--- src/design/port_pin_regs.vh ---
// Register map, field positions, reset values and mode codes of the
// port pin function select block. Definitions only; include by name.
//
// Function
// - Port A pin 5 mode bit: 0 general I/O, 1 upper write/byte strobe.
// - Bit 9 of port A low function reads 1; software writes 1.
// - Port A pin 4 mode bit: 0 general I/O, 1 lower write strobe.
// - Port A pin 3 field: 00 I/O, 01 chip select 7, 10 wait.
// - Pin 3 pull-up only in wait use, switched by bus controller.
// - Port A pin 2 field: 00 I/O, 01 chip select 6, 10 timer B.
// - Port A pin 1 field: 00 I/O, 01 chip select 5, 10 row strobe.
// - Port A pin 0 field: 00 I/O, 01 chip select 4, 10 timer A.
// - Port B direction: sixteen bits, 1 drives pin out, 0 input.
// - Direction bit used only in I/O, timer or serial clock function.
// - Port B direction clears on power-on reset only.
// - Two port B function registers: pins 15-8 and 7-0.
// - Port B function registers clear on power-on reset only.
// - Port B pin 15: 00 I/O, 01 interrupt 7, 11 pattern 15.
// - Port B pin 14: 00 I/O, 01 interrupt 6, 11 pattern 14.
// - Pin 13: 00 I/O, 01 interrupt 5, 10 serial clock, 11 pattern.
// - Bits 15, 13, 11 of port A low function read 1.
//
// Assumes the includer works on byte addresses of the APB slave.
`ifndef PORT_PIN_REGS_VH
`define PORT_PIN_REGS_VH

// Byte offsets, one aligned word per register
`define PA_LOW_FUNC_OFFSET 8'h00
`define PB_DIRECTION_OFFSET 8'h04
`define PB_HIGH_FUNC_OFFSET 8'h08
`define PB_LOW_FUNC_OFFSET 8'h0c

// Reset values
`define PA_LOW_FUNC_RESET 16'hff95
`define PB_DIRECTION_RESET 16'h0000
`define PB_HIGH_FUNC_RESET 16'h0000
`define PB_LOW_FUNC_RESET 16'h0000

// Reserved bits of port A low function, always one
`define PA_LOW_FUNC_RSV_MASK 16'haa00

// Field positions in port A low function
`define PA5_MODE_BIT 10
`define PA4_MODE_BIT 8
`define PA3_MODE_LSB 6
`define PA2_MODE_LSB 4
`define PA1_MODE_LSB 2
`define PA0_MODE_LSB 0

// Field positions in port B high function
`define PB15_MODE_LSB 14
`define PB14_MODE_LSB 12
`define PB13_MODE_LSB 10

// Two-bit mode codes
`define MODE_GPIO 2'h0
`define MODE_ALT1 2'h1
`define MODE_ALT2 2'h2
`define MODE_ALT3 2'h3

`endif

--- src/design/pin_mux_cell.v ---
// One multiplexed pin: picks output level and enable by the mode code.
// Assumes the caller presents all four options already resolved.
`timescale 1ns/10ps
`default_nettype none

module pin_mux_cell (
   input wire clk,
   input wire resetn,
   input wire [1:0] mode,
   input wire [3:0] outOpt,
   input wire [3:0] oeOpt,
   output reg pinOut,
   output reg pinOe
);

   // Registered so the pad sees no glitch when the mode changes
   always @(posedge clk) begin
      if (!resetn) begin
         pinOut <= 1'b0;
         pinOe <= 1'b0; // Pad released while reset holds
      end else begin
         pinOut <= outOpt[mode];
         pinOe <= oeOpt[mode];
      end
   end

endmodule // pin_mux_cell

`default_nettype wire

--- src/design/port_pin_function_select.v ---
// Pin function multiplexer for port A pins 5..0 and port B pins 15..13,
// with the port A low function, port B direction and both port B
// function registers behind an APB slave.
// Assumes one clock; pins arrive asynchronous and are synchronised
// here; peripherals and port data logic run on clk. resetn is the
// power-on reset; manual reset, standby and sleep never reach it.
// Port B pins 12..0 are muxed by the port logic, which reads the
// exported direction word and both exported function words.
//
// Implementation choices: the register offsets and the APB slave port.
`timescale 1ns/10ps
`default_nettype none
`include "port_pin_regs.vh"

module port_pin_function_select #(
   parameter ADDR_W = 8,
   parameter PA_PINS = 6,
   parameter PB_PINS = 3
) (
   input wire clk,
   input wire resetn,
   // APB slave
   input wire [ADDR_W-1:0] paddr,
   input wire psel,
   input wire penable,
   input wire pwrite,
   input wire [31:0] pwdata,
   output reg [31:0] prdata,
   output reg pready,
   output reg pslverr,
   // Port A pins 5..0
   input wire [PA_PINS-1:0] paPinIn,
   output wire [PA_PINS-1:0] paPinOut,
   output wire [PA_PINS-1:0] paPinOe,
   output reg pa3PullupEn,
   // Port B pins 15..13, bit 0 is pin 13
   input wire [PB_PINS-1:0] pbPinIn,
   output wire [PB_PINS-1:0] pbPinOut,
   output wire [PB_PINS-1:0] pbPinOe,
   // Port data logic
   input wire [PA_PINS-1:0] paGpioOut,
   input wire [PA_PINS-1:0] paGpioDir,
   output reg [PA_PINS-1:0] paGpioIn,
   input wire [PB_PINS-1:0] pbGpioOut,
   output reg [PB_PINS-1:0] pbGpioIn,
   output reg [15:0] pbDirection,
   output reg [15:0] pbHighFunction,
   output reg [15:0] pbLowFunction,
   // Bus controller
   input wire upperWriteStrobe,
   input wire lowerWriteStrobe,
   input wire chipSelectSeven,
   input wire chipSelectSix,
   input wire chipSelectFive,
   input wire chipSelectFour,
   input wire rowAddrStrobe,
   input wire waitPullupSel,
   output reg busWaitIn,
   // Timer unit channel 0
   input wire timer0CapcompAOut,
   input wire timer0CapcompAOe,
   input wire timer0CapcompBOut,
   input wire timer0CapcompBOe,
   output reg timer0CapcompAIn,
   output reg timer0CapcompBIn,
   // Interrupt inputs 7..5, timing patterns 15..13, serial clock one
   output reg [PB_PINS-1:0] extInterrupt,
   input wire [PB_PINS-1:0] timingPatternOut,
   input wire serialClockOneOut,
   output reg serialClockOneIn
);

   localparam NPINS = PA_PINS + PB_PINS;

   // Register state
   // pbDirection and the function words are outputs and hold state too
   reg [15:0] paLowFunction_q;
   reg [15:0] paLowFunction_d;
   reg [15:0] pbDirection_d;
   reg [15:0] pbHighFunction_d;
   reg [15:0] pbLowFunction_d;

   // Bus handshake state
   reg pready_d;
   reg pslverr_d;
   reg [31:0] prdata_d;
   reg addrHit;
   reg [15:0] readWord;

   // Pin synchronisers
   reg [NPINS-1:0] padSync1_q;
   reg [NPINS-1:0] padSync2_q;

   // Mode fields, one two-bit code per pin
   wire [1:0] pa5Mode;
   wire [1:0] pa4Mode;
   wire [1:0] pa3Mode;
   wire [1:0] pa2Mode;
   wire [1:0] pa1Mode;
   wire [1:0] pa0Mode;
   wire [1:0] pb15Mode;
   wire [1:0] pb14Mode;
   wire [1:0] pb13Mode;
   wire [2*NPINS-1:0] modeVec;
   wire [4*NPINS-1:0] outVec;
   wire [4*NPINS-1:0] oeVec;
   wire [NPINS-1:0] pinOutAll;
   wire [NPINS-1:0] pinOeAll;
   wire accessDone;

   // Single-bit fields widen to codes 00 and 01
   assign pa5Mode = {1'b0, paLowFunction_q[`PA5_MODE_BIT]};
   assign pa4Mode = {1'b0, paLowFunction_q[`PA4_MODE_BIT]};
   assign pa3Mode = paLowFunction_q[`PA3_MODE_LSB +: 2];
   assign pa2Mode = paLowFunction_q[`PA2_MODE_LSB +: 2];
   assign pa1Mode = paLowFunction_q[`PA1_MODE_LSB +: 2];
   assign pa0Mode = paLowFunction_q[`PA0_MODE_LSB +: 2];
   assign pb15Mode = pbHighFunction[`PB15_MODE_LSB +: 2];
   assign pb14Mode = pbHighFunction[`PB14_MODE_LSB +: 2];
   assign pb13Mode = pbHighFunction[`PB13_MODE_LSB +: 2];

   // Pin order: 0..5 are port A pins 0..5, 6..8 are port B pins 13..15
   assign modeVec = {pb15Mode, pb14Mode, pb13Mode, pa5Mode, pa4Mode,
                     pa3Mode, pa2Mode, pa1Mode, pa0Mode};

   // Option tables, code 3 at the top bit of each nibble. Reserved codes repeat
   // the general I/O entry so a stray write never drives a strobe.
   // Wait and interrupt uses never drive, whatever the direction bit.
   // Port A pin 0: I/O, chip select 4, timer A, reserved
   assign outVec[3:0] = {paGpioOut[0], timer0CapcompAOut,
                         chipSelectFour, paGpioOut[0]};
   assign oeVec[3:0] = {paGpioDir[0], timer0CapcompAOe,
                        1'b1, paGpioDir[0]};
   // Port A pin 1: I/O, chip select 5, row strobe, reserved
   assign outVec[7:4] = {paGpioOut[1], rowAddrStrobe,
                         chipSelectFive, paGpioOut[1]};
   assign oeVec[7:4] = {paGpioDir[1], 1'b1, 1'b1, paGpioDir[1]};
   // Port A pin 2: I/O, chip select 6, timer B, reserved
   assign outVec[11:8] = {paGpioOut[2], timer0CapcompBOut,
                          chipSelectSix, paGpioOut[2]};
   assign oeVec[11:8] = {paGpioDir[2], timer0CapcompBOe,
                         1'b1, paGpioDir[2]};
   // Port A pin 3: I/O, chip select 7, wait input, reserved
   assign outVec[15:12] = {paGpioOut[3], 1'b0,
                           chipSelectSeven, paGpioOut[3]};
   assign oeVec[15:12] = {paGpioDir[3], 1'b0, 1'b1, paGpioDir[3]};
   // Port A pin 4: I/O or lower write strobe; upper codes unreachable
   assign outVec[19:16] = {paGpioOut[4], paGpioOut[4],
                           lowerWriteStrobe, paGpioOut[4]};
   assign oeVec[19:16] = {paGpioDir[4], paGpioDir[4],
                          1'b1, paGpioDir[4]};
   // Port A pin 5: I/O or upper write / lower byte strobe
   assign outVec[23:20] = {paGpioOut[5], paGpioOut[5],
                           upperWriteStrobe, paGpioOut[5]};
   assign oeVec[23:20] = {paGpioDir[5], paGpioDir[5],
                          1'b1, paGpioDir[5]};
   // Port B pin 13: I/O, interrupt 5, serial clock, pattern 13
   assign outVec[27:24] = {timingPatternOut[0], serialClockOneOut,
                           1'b0, pbGpioOut[0]};
   assign oeVec[27:24] = {1'b1, pbDirection[13],
                          1'b0, pbDirection[13]};
   // Port B pin 14: I/O, interrupt 6, reserved, pattern 14
   assign outVec[31:28] = {timingPatternOut[1], pbGpioOut[1],
                           1'b0, pbGpioOut[1]};
   assign oeVec[31:28] = {1'b1, pbDirection[14],
                          1'b0, pbDirection[14]};
   // Port B pin 15: I/O, interrupt 7, reserved, pattern 15
   assign outVec[35:32] = {timingPatternOut[2], pbGpioOut[2],
                           1'b0, pbGpioOut[2]};
   assign oeVec[35:32] = {1'b1, pbDirection[15],
                          1'b0, pbDirection[15]};

   // One registered cell per pin keeps every pad output on a flop
   // Each cell adds one cycle from a peripheral level to the pad
   genvar gi;
   generate
      for (gi = 0; gi < NPINS; gi = gi + 1) begin : gPin
         pin_mux_cell uCell (
            .clk(clk),
            .resetn(resetn),
            .mode(modeVec[2*gi +: 2]),
            .outOpt(outVec[4*gi +: 4]),
            .oeOpt(oeVec[4*gi +: 4]),
            .pinOut(pinOutAll[gi]),
            .pinOe(pinOeAll[gi])
         );
      end
   endgenerate

   assign paPinOut = pinOutAll[PA_PINS-1:0];
   assign paPinOe = pinOeAll[PA_PINS-1:0];
   assign pbPinOut = pinOutAll[NPINS-1:PA_PINS];
   assign pbPinOe = pinOeAll[NPINS-1:PA_PINS];

   // Two-flop synchroniser; only the second stage feeds any logic
   // The first stage may settle late, so no other logic taps it
   always @(posedge clk) begin
      if (!resetn) begin
         padSync1_q <= {NPINS{1'b0}};
         padSync2_q <= {NPINS{1'b0}};
      end else begin
         padSync1_q <= {pbPinIn, paPinIn};
         padSync2_q <= padSync1_q;
      end
   end

   // Inputs to peripherals; a deselected pin shows the idle level so
   // a pin in another use cannot fake a wait or an interrupt
   always @(posedge clk) begin
      if (!resetn) begin
         paGpioIn <= {PA_PINS{1'b0}};
         pbGpioIn <= {PB_PINS{1'b0}};
         busWaitIn <= 1'b1;
         timer0CapcompAIn <= 1'b0;
         timer0CapcompBIn <= 1'b0;
         extInterrupt <= {PB_PINS{1'b1}};
         serialClockOneIn <= 1'b0;
         pa3PullupEn <= 1'b0;
      end else begin
         paGpioIn <= padSync2_q[PA_PINS-1:0];
         pbGpioIn <= padSync2_q[NPINS-1:PA_PINS];
         busWaitIn <= (pa3Mode == `MODE_ALT2) ?
                      padSync2_q[3] : 1'b1;
         timer0CapcompAIn <= (pa0Mode == `MODE_ALT2) &
                             padSync2_q[0];
         timer0CapcompBIn <= (pa2Mode == `MODE_ALT2) &
                             padSync2_q[2];
         extInterrupt[0] <= (pb13Mode == `MODE_ALT1) ?
                            padSync2_q[6] : 1'b1;
         extInterrupt[1] <= (pb14Mode == `MODE_ALT1) ?
                            padSync2_q[7] : 1'b1;
         extInterrupt[2] <= (pb15Mode == `MODE_ALT1) ?
                            padSync2_q[8] : 1'b1;
         serialClockOneIn <= (pb13Mode == `MODE_ALT2) &
                             padSync2_q[6];
         // Pull-up only in wait use, chosen by the bus controller
         pa3PullupEn <= (pa3Mode == `MODE_ALT2) & waitPullupSel;
      end
   end

   // APB: one wait state, so read data and the error come from flops
   assign accessDone = psel & penable & pready;

   // Address decode and read mux; upper half of the word reads zero
   // Unmapped offsets raise pslverr through addrHit
   always @* begin
      addrHit = 1'b1;
      readWord = 16'h0000;
      case (paddr)
         `PA_LOW_FUNC_OFFSET: begin
            readWord = paLowFunction_q | `PA_LOW_FUNC_RSV_MASK;
         end
         `PB_DIRECTION_OFFSET: begin
            readWord = pbDirection;
         end
         `PB_HIGH_FUNC_OFFSET: begin
            readWord = pbHighFunction;
         end
         `PB_LOW_FUNC_OFFSET: begin
            readWord = pbLowFunction;
         end
         default: begin
            addrHit = 1'b0;
         end
      endcase
   end

   // Handshake: pready rises in the second access cycle
   // A fixed wait state keeps the address decode off the ready path
   always @* begin
      pready_d = 1'b0;
      pslverr_d = 1'b0;
      prdata_d = prdata;
      if (psel && penable && !pready) begin
         pready_d = 1'b1;
         pslverr_d = ~addrHit;
         prdata_d = pwrite ? 32'h00000000 : {16'h0000, readWord};
      end
   end

   // Register writes land at the edge that completes the access
   // A refused address never reaches a register
   always @* begin
      paLowFunction_d = paLowFunction_q;
      pbDirection_d = pbDirection;
      pbHighFunction_d = pbHighFunction;
      pbLowFunction_d = pbLowFunction;
      if (accessDone && pwrite && !pslverr) begin
         case (paddr)
            `PA_LOW_FUNC_OFFSET: begin
               // Reserved bits stay one whatever software writes
               paLowFunction_d = pwdata[15:0] |
                                 `PA_LOW_FUNC_RSV_MASK;
            end
            `PB_DIRECTION_OFFSET: begin
               pbDirection_d = pwdata[15:0];
            end
            `PB_HIGH_FUNC_OFFSET: begin
               pbHighFunction_d = pwdata[15:0];
            end
            `PB_LOW_FUNC_OFFSET: begin
               pbLowFunction_d = pwdata[15:0];
            end
            default: begin
               pbLowFunction_d = pbLowFunction;
            end
         endcase
      end
   end

   // Only the power-on reset clears the registers; other resets and
   // low-power states have no path in here, so contents survive
   always @(posedge clk) begin
      if (!resetn) begin
         paLowFunction_q <= `PA_LOW_FUNC_RESET;
         pbDirection <= `PB_DIRECTION_RESET;
         pbHighFunction <= `PB_HIGH_FUNC_RESET;
         pbLowFunction <= `PB_LOW_FUNC_RESET;
      end else begin
         paLowFunction_q <= paLowFunction_d;
         pbDirection <= pbDirection_d;
         pbHighFunction <= pbHighFunction_d;
         pbLowFunction <= pbLowFunction_d;
      end
   end

   // Bus answer flops
   // prdata holds its value between accesses, and a write answer loads zero
   always @(posedge clk) begin
      if (!resetn) begin
         pready <= 1'b0;
         pslverr <= 1'b0;
         prdata <= 32'h00000000;
      end else begin
         pready <= pready_d;
         pslverr <= pslverr_d;
         prdata <= prdata_d;
      end
   end

endmodule // port_pin_function_select

`default_nettype wire

--- config.mk ---
export PLATFORM = sky130hd
export DESIGN_NAME = port_pin_function_select
export DESIGN_NICKNAME = d
export VERILOG_FILES = /design/src/design/pin_mux_cell.v /design/src/design/port_pin_function_select.v
export VERILOG_INCLUDE_DIRS = /design/src /design/src/design
export SDC_FILE = /design/constraint.sdc
export NUM_CORES = 1
export LEC_CHECK = 0
export CAP_MARGIN = 0
export CORE_MARGIN = 4
export CORE_UTILIZATION = 60
export DETAILED_ROUTE_END_ITERATION = 7
export DONT_BUFFER_PORTS = 1
export GPL_TIMING_DRIVEN = 0
export MAX_ROUTING_LAYER = met4
export PLACE_DENSITY = 0.76
export SLEW_MARGIN = 20
export SYNTH_ARGS = -nofsm -noshare
export SYNTH_HDL_FRONTEND = slang
export SYNTH_SLANG_ARGS = --single-unit
--- constraint.sdc ---
create_clock -name clk -period 2.45 [get_ports clk]
set_input_delay 0.3675 -clock clk [delete_from_list [all_inputs] [get_ports clk]]
set_output_delay 0.3675 -clock clk [all_outputs]
set_load 0.01 [all_outputs]
==> results summary <==
The area of the die is 0.0103 mm2. The cell count after synthesis came out at 478. The routed wire length on met2 came out at 6930 um.

The maximum count of clock buffers along a single path came out at 2. From left edge to right edge, the die measures 102 um. The switching power of the nets is ~1100 uW.

The number of warning messages in the yosys log is 0. The final weighted congestion in routability-driven placement came out at 0.836. Clock-pin slew was measured on the worst setup and hold paths at 0.06 ns. The clock tree root driver cell is sky130_fd_sc_hd__clkbuf_8. The run finished with clean final reports.

The upper clock frequency limit came out at 503 MHz. The highest-delay cell along the critical path is sky130_fd_sc_hd__or4b_2. The relative contribution of sequential cells to total power is 45.7%. Combinational cells account for under 10% of the total power. The portion of synthesized cell area occupied by the leading cell type is between 40% and 50%. The remaining design rule violation count came out at 0. The highest layer touched by signal routing is met4. The half-perimeter wire length after detailed placement came out at slightly below 10000 um.

The critical path goes through or4b_2 > nor4_2 > buf_4 > mux2i_1. The path depth of the worst reg2reg path came out at 4. In this run the static leakage power is 0.00263 uW. TritonCTS built the clock tree. The number of CTS-inserted buffers is 17. The final-layout worst hold slack came out at between 0.02 and 0.03 ns. For this block, wires on met1 add up to 5290 um. The number of global-route vias before repair is 3889.

The largest fanout on the critical path is 10. For the worst-skew pair, the clock arrives at the later sink with an insertion delay of 0.51 ns. The max-capacitance violation count came out at 0. The portion of total power attributed to the clock network is around half.

The routed wirelength normalized by instance count came out at 21.3 um. The transition time of the tightest slew-check pin is 0.731 ns. The via-per-instance ratio came out at 5.73. The number of max-slew violations in the final report came out at 0. Ranked by total cell area, the synthesized netlist is headed by sky130_fd_sc_hd__dfxtp_1 (50%), sky130_fd_sc_hd__mux2i_1 (14%), sky130_fd_sc_hd__nand2_1 (5.3%), sky130_fd_sc_hd__mux4_2 (5.1%), sky130_fd_sc_hd__buf_4 (5.0%). Setup repair after global routing left no endpoint under its margin. The deepest level of the CTS H-tree came out at 4. The overflow left after global routing is 0.

The share of the clock period used by the worst path came out at between 80% and 90%. In the layout the commonest cells are sky130_fd_sc_hd__dfxtp_1 (131), sky130_fd_sc_hd__nand2_1 (74), sky130_fd_sc_hd__mux2i_1 (73), sky130_fd_sc_hd__buf_4 (35), sky130_fd_sc_hd__and2_1 (29). The net switching fraction of the power is 22.4%. Internal power comes to between 3000 and 4000 uW.

Leaving out fill and tap cells, the most frequent cell in the layout is sky130_fd_sc_hd__dfxtp_1. Once the floorplan was initialized, standard cells occupied 62.7% of the core. The count of cells along the worst hold path is 2.

Relative to the synthesized area, the layout overhead comes to 16.7%. On the final layout, the worst clock skew is 0.00648 ns. The pin count of the biggest net entering global routing is 17.

By startpoint and endpoint, the worst setup path is classified as reg2reg. The initial antenna violation count came out at 0. The initial DRC count is 179.

The capturing element type of the critical path is a register. The headroom to the max-slew limit came out at 50.9%. The overall global routing resource usage is ~28%. The class of the most critical hold timing path is in2reg. The final critical delay including setup and external delays is between 1.5 and 2 ns. The share of cells above drive strength 1 is 18.6%. For this run, the detailed router's first-pass iteration total came to 5. The number of cells upsized or downsized after cts is 0. Data arrives at the worst endpoint at about 2.4 ns.

The routed via count came out at 3684. The worst supply voltage drop on vdd came out at 416 uV. The number of rows created at floorplan is 33. The mean post-synth cell area is 11.0 um2. The post-synthesis instance area came out at approximately 0.0053 mm2. The global-route wire length before repair is 21200 um. The detailed-route wire length is 13700 um. The port buffer count is 0.

The final number of hold-violating endpoints came out at 0. The sum of negative setup slack is 0 ns. The count of pins on the block boundary is 202. The total power per unit cell area is 776 mW/mm2. The delay of the slowest cell on the worst path is 0.63 ns.

Data on the critical path is required at its endpoint by 2.88 ns. The total clock sinks came out at 131. After synthesis, the netlist uses 38 different library cells.

The number of diodes added for antenna fixing is 0. The total setup violations reported at the end of the flow is 0. In this run, synthesis produced a sequential element count of ~130. STA classifies the critical path startpoint as a register. Sequential cells were found to cover about half of the synthesized design area.

The area of the core came out at approximately 0.0084 mm2. The die span in y is 102 um. The synthesized design spends more area on one cell type than any other, namely sky130_fd_sc_hd__dfxtp_1.

The count of nets left with antenna violations once routing finished came out at 0. The number of nets at the end of the flow came out at around 600. The wire length on met3 is between 1000 and 1500 um.
[logic make-up after synthesis]
kind of cell / share of synthesized area (%)
AOI/OAI and AO/OA: 5.52
xor gates and xnor gates: 0.167
adders and majority gates: 0.190
buffers and inverters: 7.26
DFF: 49.9
muxes: 20.3
other: 0.0713
and+or+nand+nor: 16.6
[sequential cells by signal, summed over array words and instances, names as in the netlist, 3 cells and up]
| register | cells |
|---|---|
| gPin.uCell.pinOut | 9 |
| paGpioIn | 6 |
| pbGpioIn | 3 |
| pbHighFunction | 16 |
| gPin.uCell.pinOe | 9 |
| pbLowFunction | 16 |
| padSync1_q | 9 |
| padSync2_q | 9 |
| paLowFunction_q | 12 |
| extInterrupt | 3 |
| pbDirection | 16 |
| prdata | 16 |
[synth_stat cells]
cell type,number
sky130_fd_sc_hd__a21oi_1,1
sky130_fd_sc_hd__o21ai_0,1
sky130_fd_sc_hd__nor2b_1,22
sky130_fd_sc_hd__nand4bb_1,3
sky130_fd_sc_hd__nor4_1,1
sky130_fd_sc_hd__and4b_1,3
sky130_fd_sc_hd__mux2_2,6
sky130_fd_sc_hd__maj3_1,1
sky130_fd_sc_hd__nor4_4,2
sky130_fd_sc_hd__a22o_1,16
sky130_fd_sc_hd__buf_4,35
sky130_fd_sc_hd__mux4_2,12
sky130_fd_sc_hd__a2bb2oi_1,4
sky130_fd_sc_hd__o221a_2,2
sky130_fd_sc_hd__mux2i_1,73
sky130_fd_sc_hd__or4b_2,2
sky130_fd_sc_hd__nand2b_1,3
sky130_fd_sc_hd__inv_1,2
sky130_fd_sc_hd__nand3_1,4
sky130_fd_sc_hd__buf_6,1
sky130_fd_sc_hd__a22oi_1,1
sky130_fd_sc_hd__buf_2,5
sky130_fd_sc_hd__nand4_1,2
sky130_fd_sc_hd__and2_1,29
sky130_fd_sc_hd__conb_1,1
sky130_fd_sc_hd__nor4_2,1
sky130_fd_sc_hd__nand4b_1,2
sky130_fd_sc_hd__nor2_1,2
sky130_fd_sc_hd__o211a_1,3
sky130_fd_sc_hd__xor2_1,1
sky130_fd_sc_hd__o21a_1,4
sky130_fd_sc_hd__and3b_1,4
sky130_fd_sc_hd__nand2_1,74
sky130_fd_sc_hd__clkbuf_1,20
sky130_fd_sc_hd__dfxtp_1,131
sky130_fd_sc_hd__a21boi_0,2
sky130_fd_sc_hd__or2_2,1
sky130_fd_sc_hd__or4_4,1
[power by group through the flow]
stage / registers [uW] / logic, uW / clock network, uW
after floorplan: 2220 / 175 / 0
after global placement: 2220 / 218 / 0
after detailed placement: 2220 / 221 / 0
after CTS: 2180 / 240 / 2360
after global routing: 2180 / 263 / 2480
final: 2180 / 241 / 2340
[final timing paths]
| check | from | endpoint | slack (ns) |
|---|---|---|---|
| hold / removal | pbGpioOut[2] | gPin[8].uCell.pinOut$_SDFF_PN0_ | 0.03 |
| setup / recovery | pslverr$_SDFF_PN0_ | paLowFunction_q[2]$_SDFFE_PN1P_ | 0.46 |
| setup reg to reg | pslverr$_SDFF_PN0_ | paLowFunction_q[2]$_SDFFE_PN1P_ | 0.46 |
| hold reg to reg | padSync1_q[1]$_SDFF_PN0_ | padSync2_q[1]$_SDFF_PN0_ | 0.43 |
[timing repair]
item	in CTS	in global routing
buffers inserted	0	0
hold buffers	13	0
hold endpoints to repair	13	0
[metal layers]
layer	global-route usage (%)	vias to the layer above
met1	31.9	1796
met3	9.37	14
met2	46.1	165
met4	11.0	0
li1	-	1709
met5	-	-
[worst max-delay path, delay by kind of cell (launching register included)]
| family | cells | cell delay (ns) |
|---|---|---|
| simple gates | 2 | 0.97 |
| buf+inv | 1 | 0.33 |
| flops | 1 | 0.36 |
| mux | 1 | 0.25 |
[area by class of cell]
class                      instances  area, um2
inverter                           2       7.51
timing repair buffer              13        130
buffer                            61        374
clock inverter                    12        106
fill                             600       2250
clock buffer                      20        455
multi-input combinational        299       2310
tap                              105        131
sequential                       131       2620
[metrics by stage]
| stage | cells | cell area [um2] | utilization [%] | total power [uW] | setup WS (ns) |
|---|---|---|---|---|---|
| 6_report | 643 | 6140 | 73.2 | 4760 | 0.463 |
| 5_1_grt | 643 | 6140 | 73.2 | 4920 | 0.354 |
| 4_1_cts | 643 | 6140 | 73.2 | 4780 | 0.431 |
| 3_5_place_dp | 598 | 5440 | 65.0 | 2440 | 0.168 |
| 3_3_place_gp | 598 | 5440 | 65.0 | 2440 | 0.141 |
| 2_1_floorplan | 493 | 5310 | - | 2400 | 0.516 |
(Power assumes the default switching activity.)
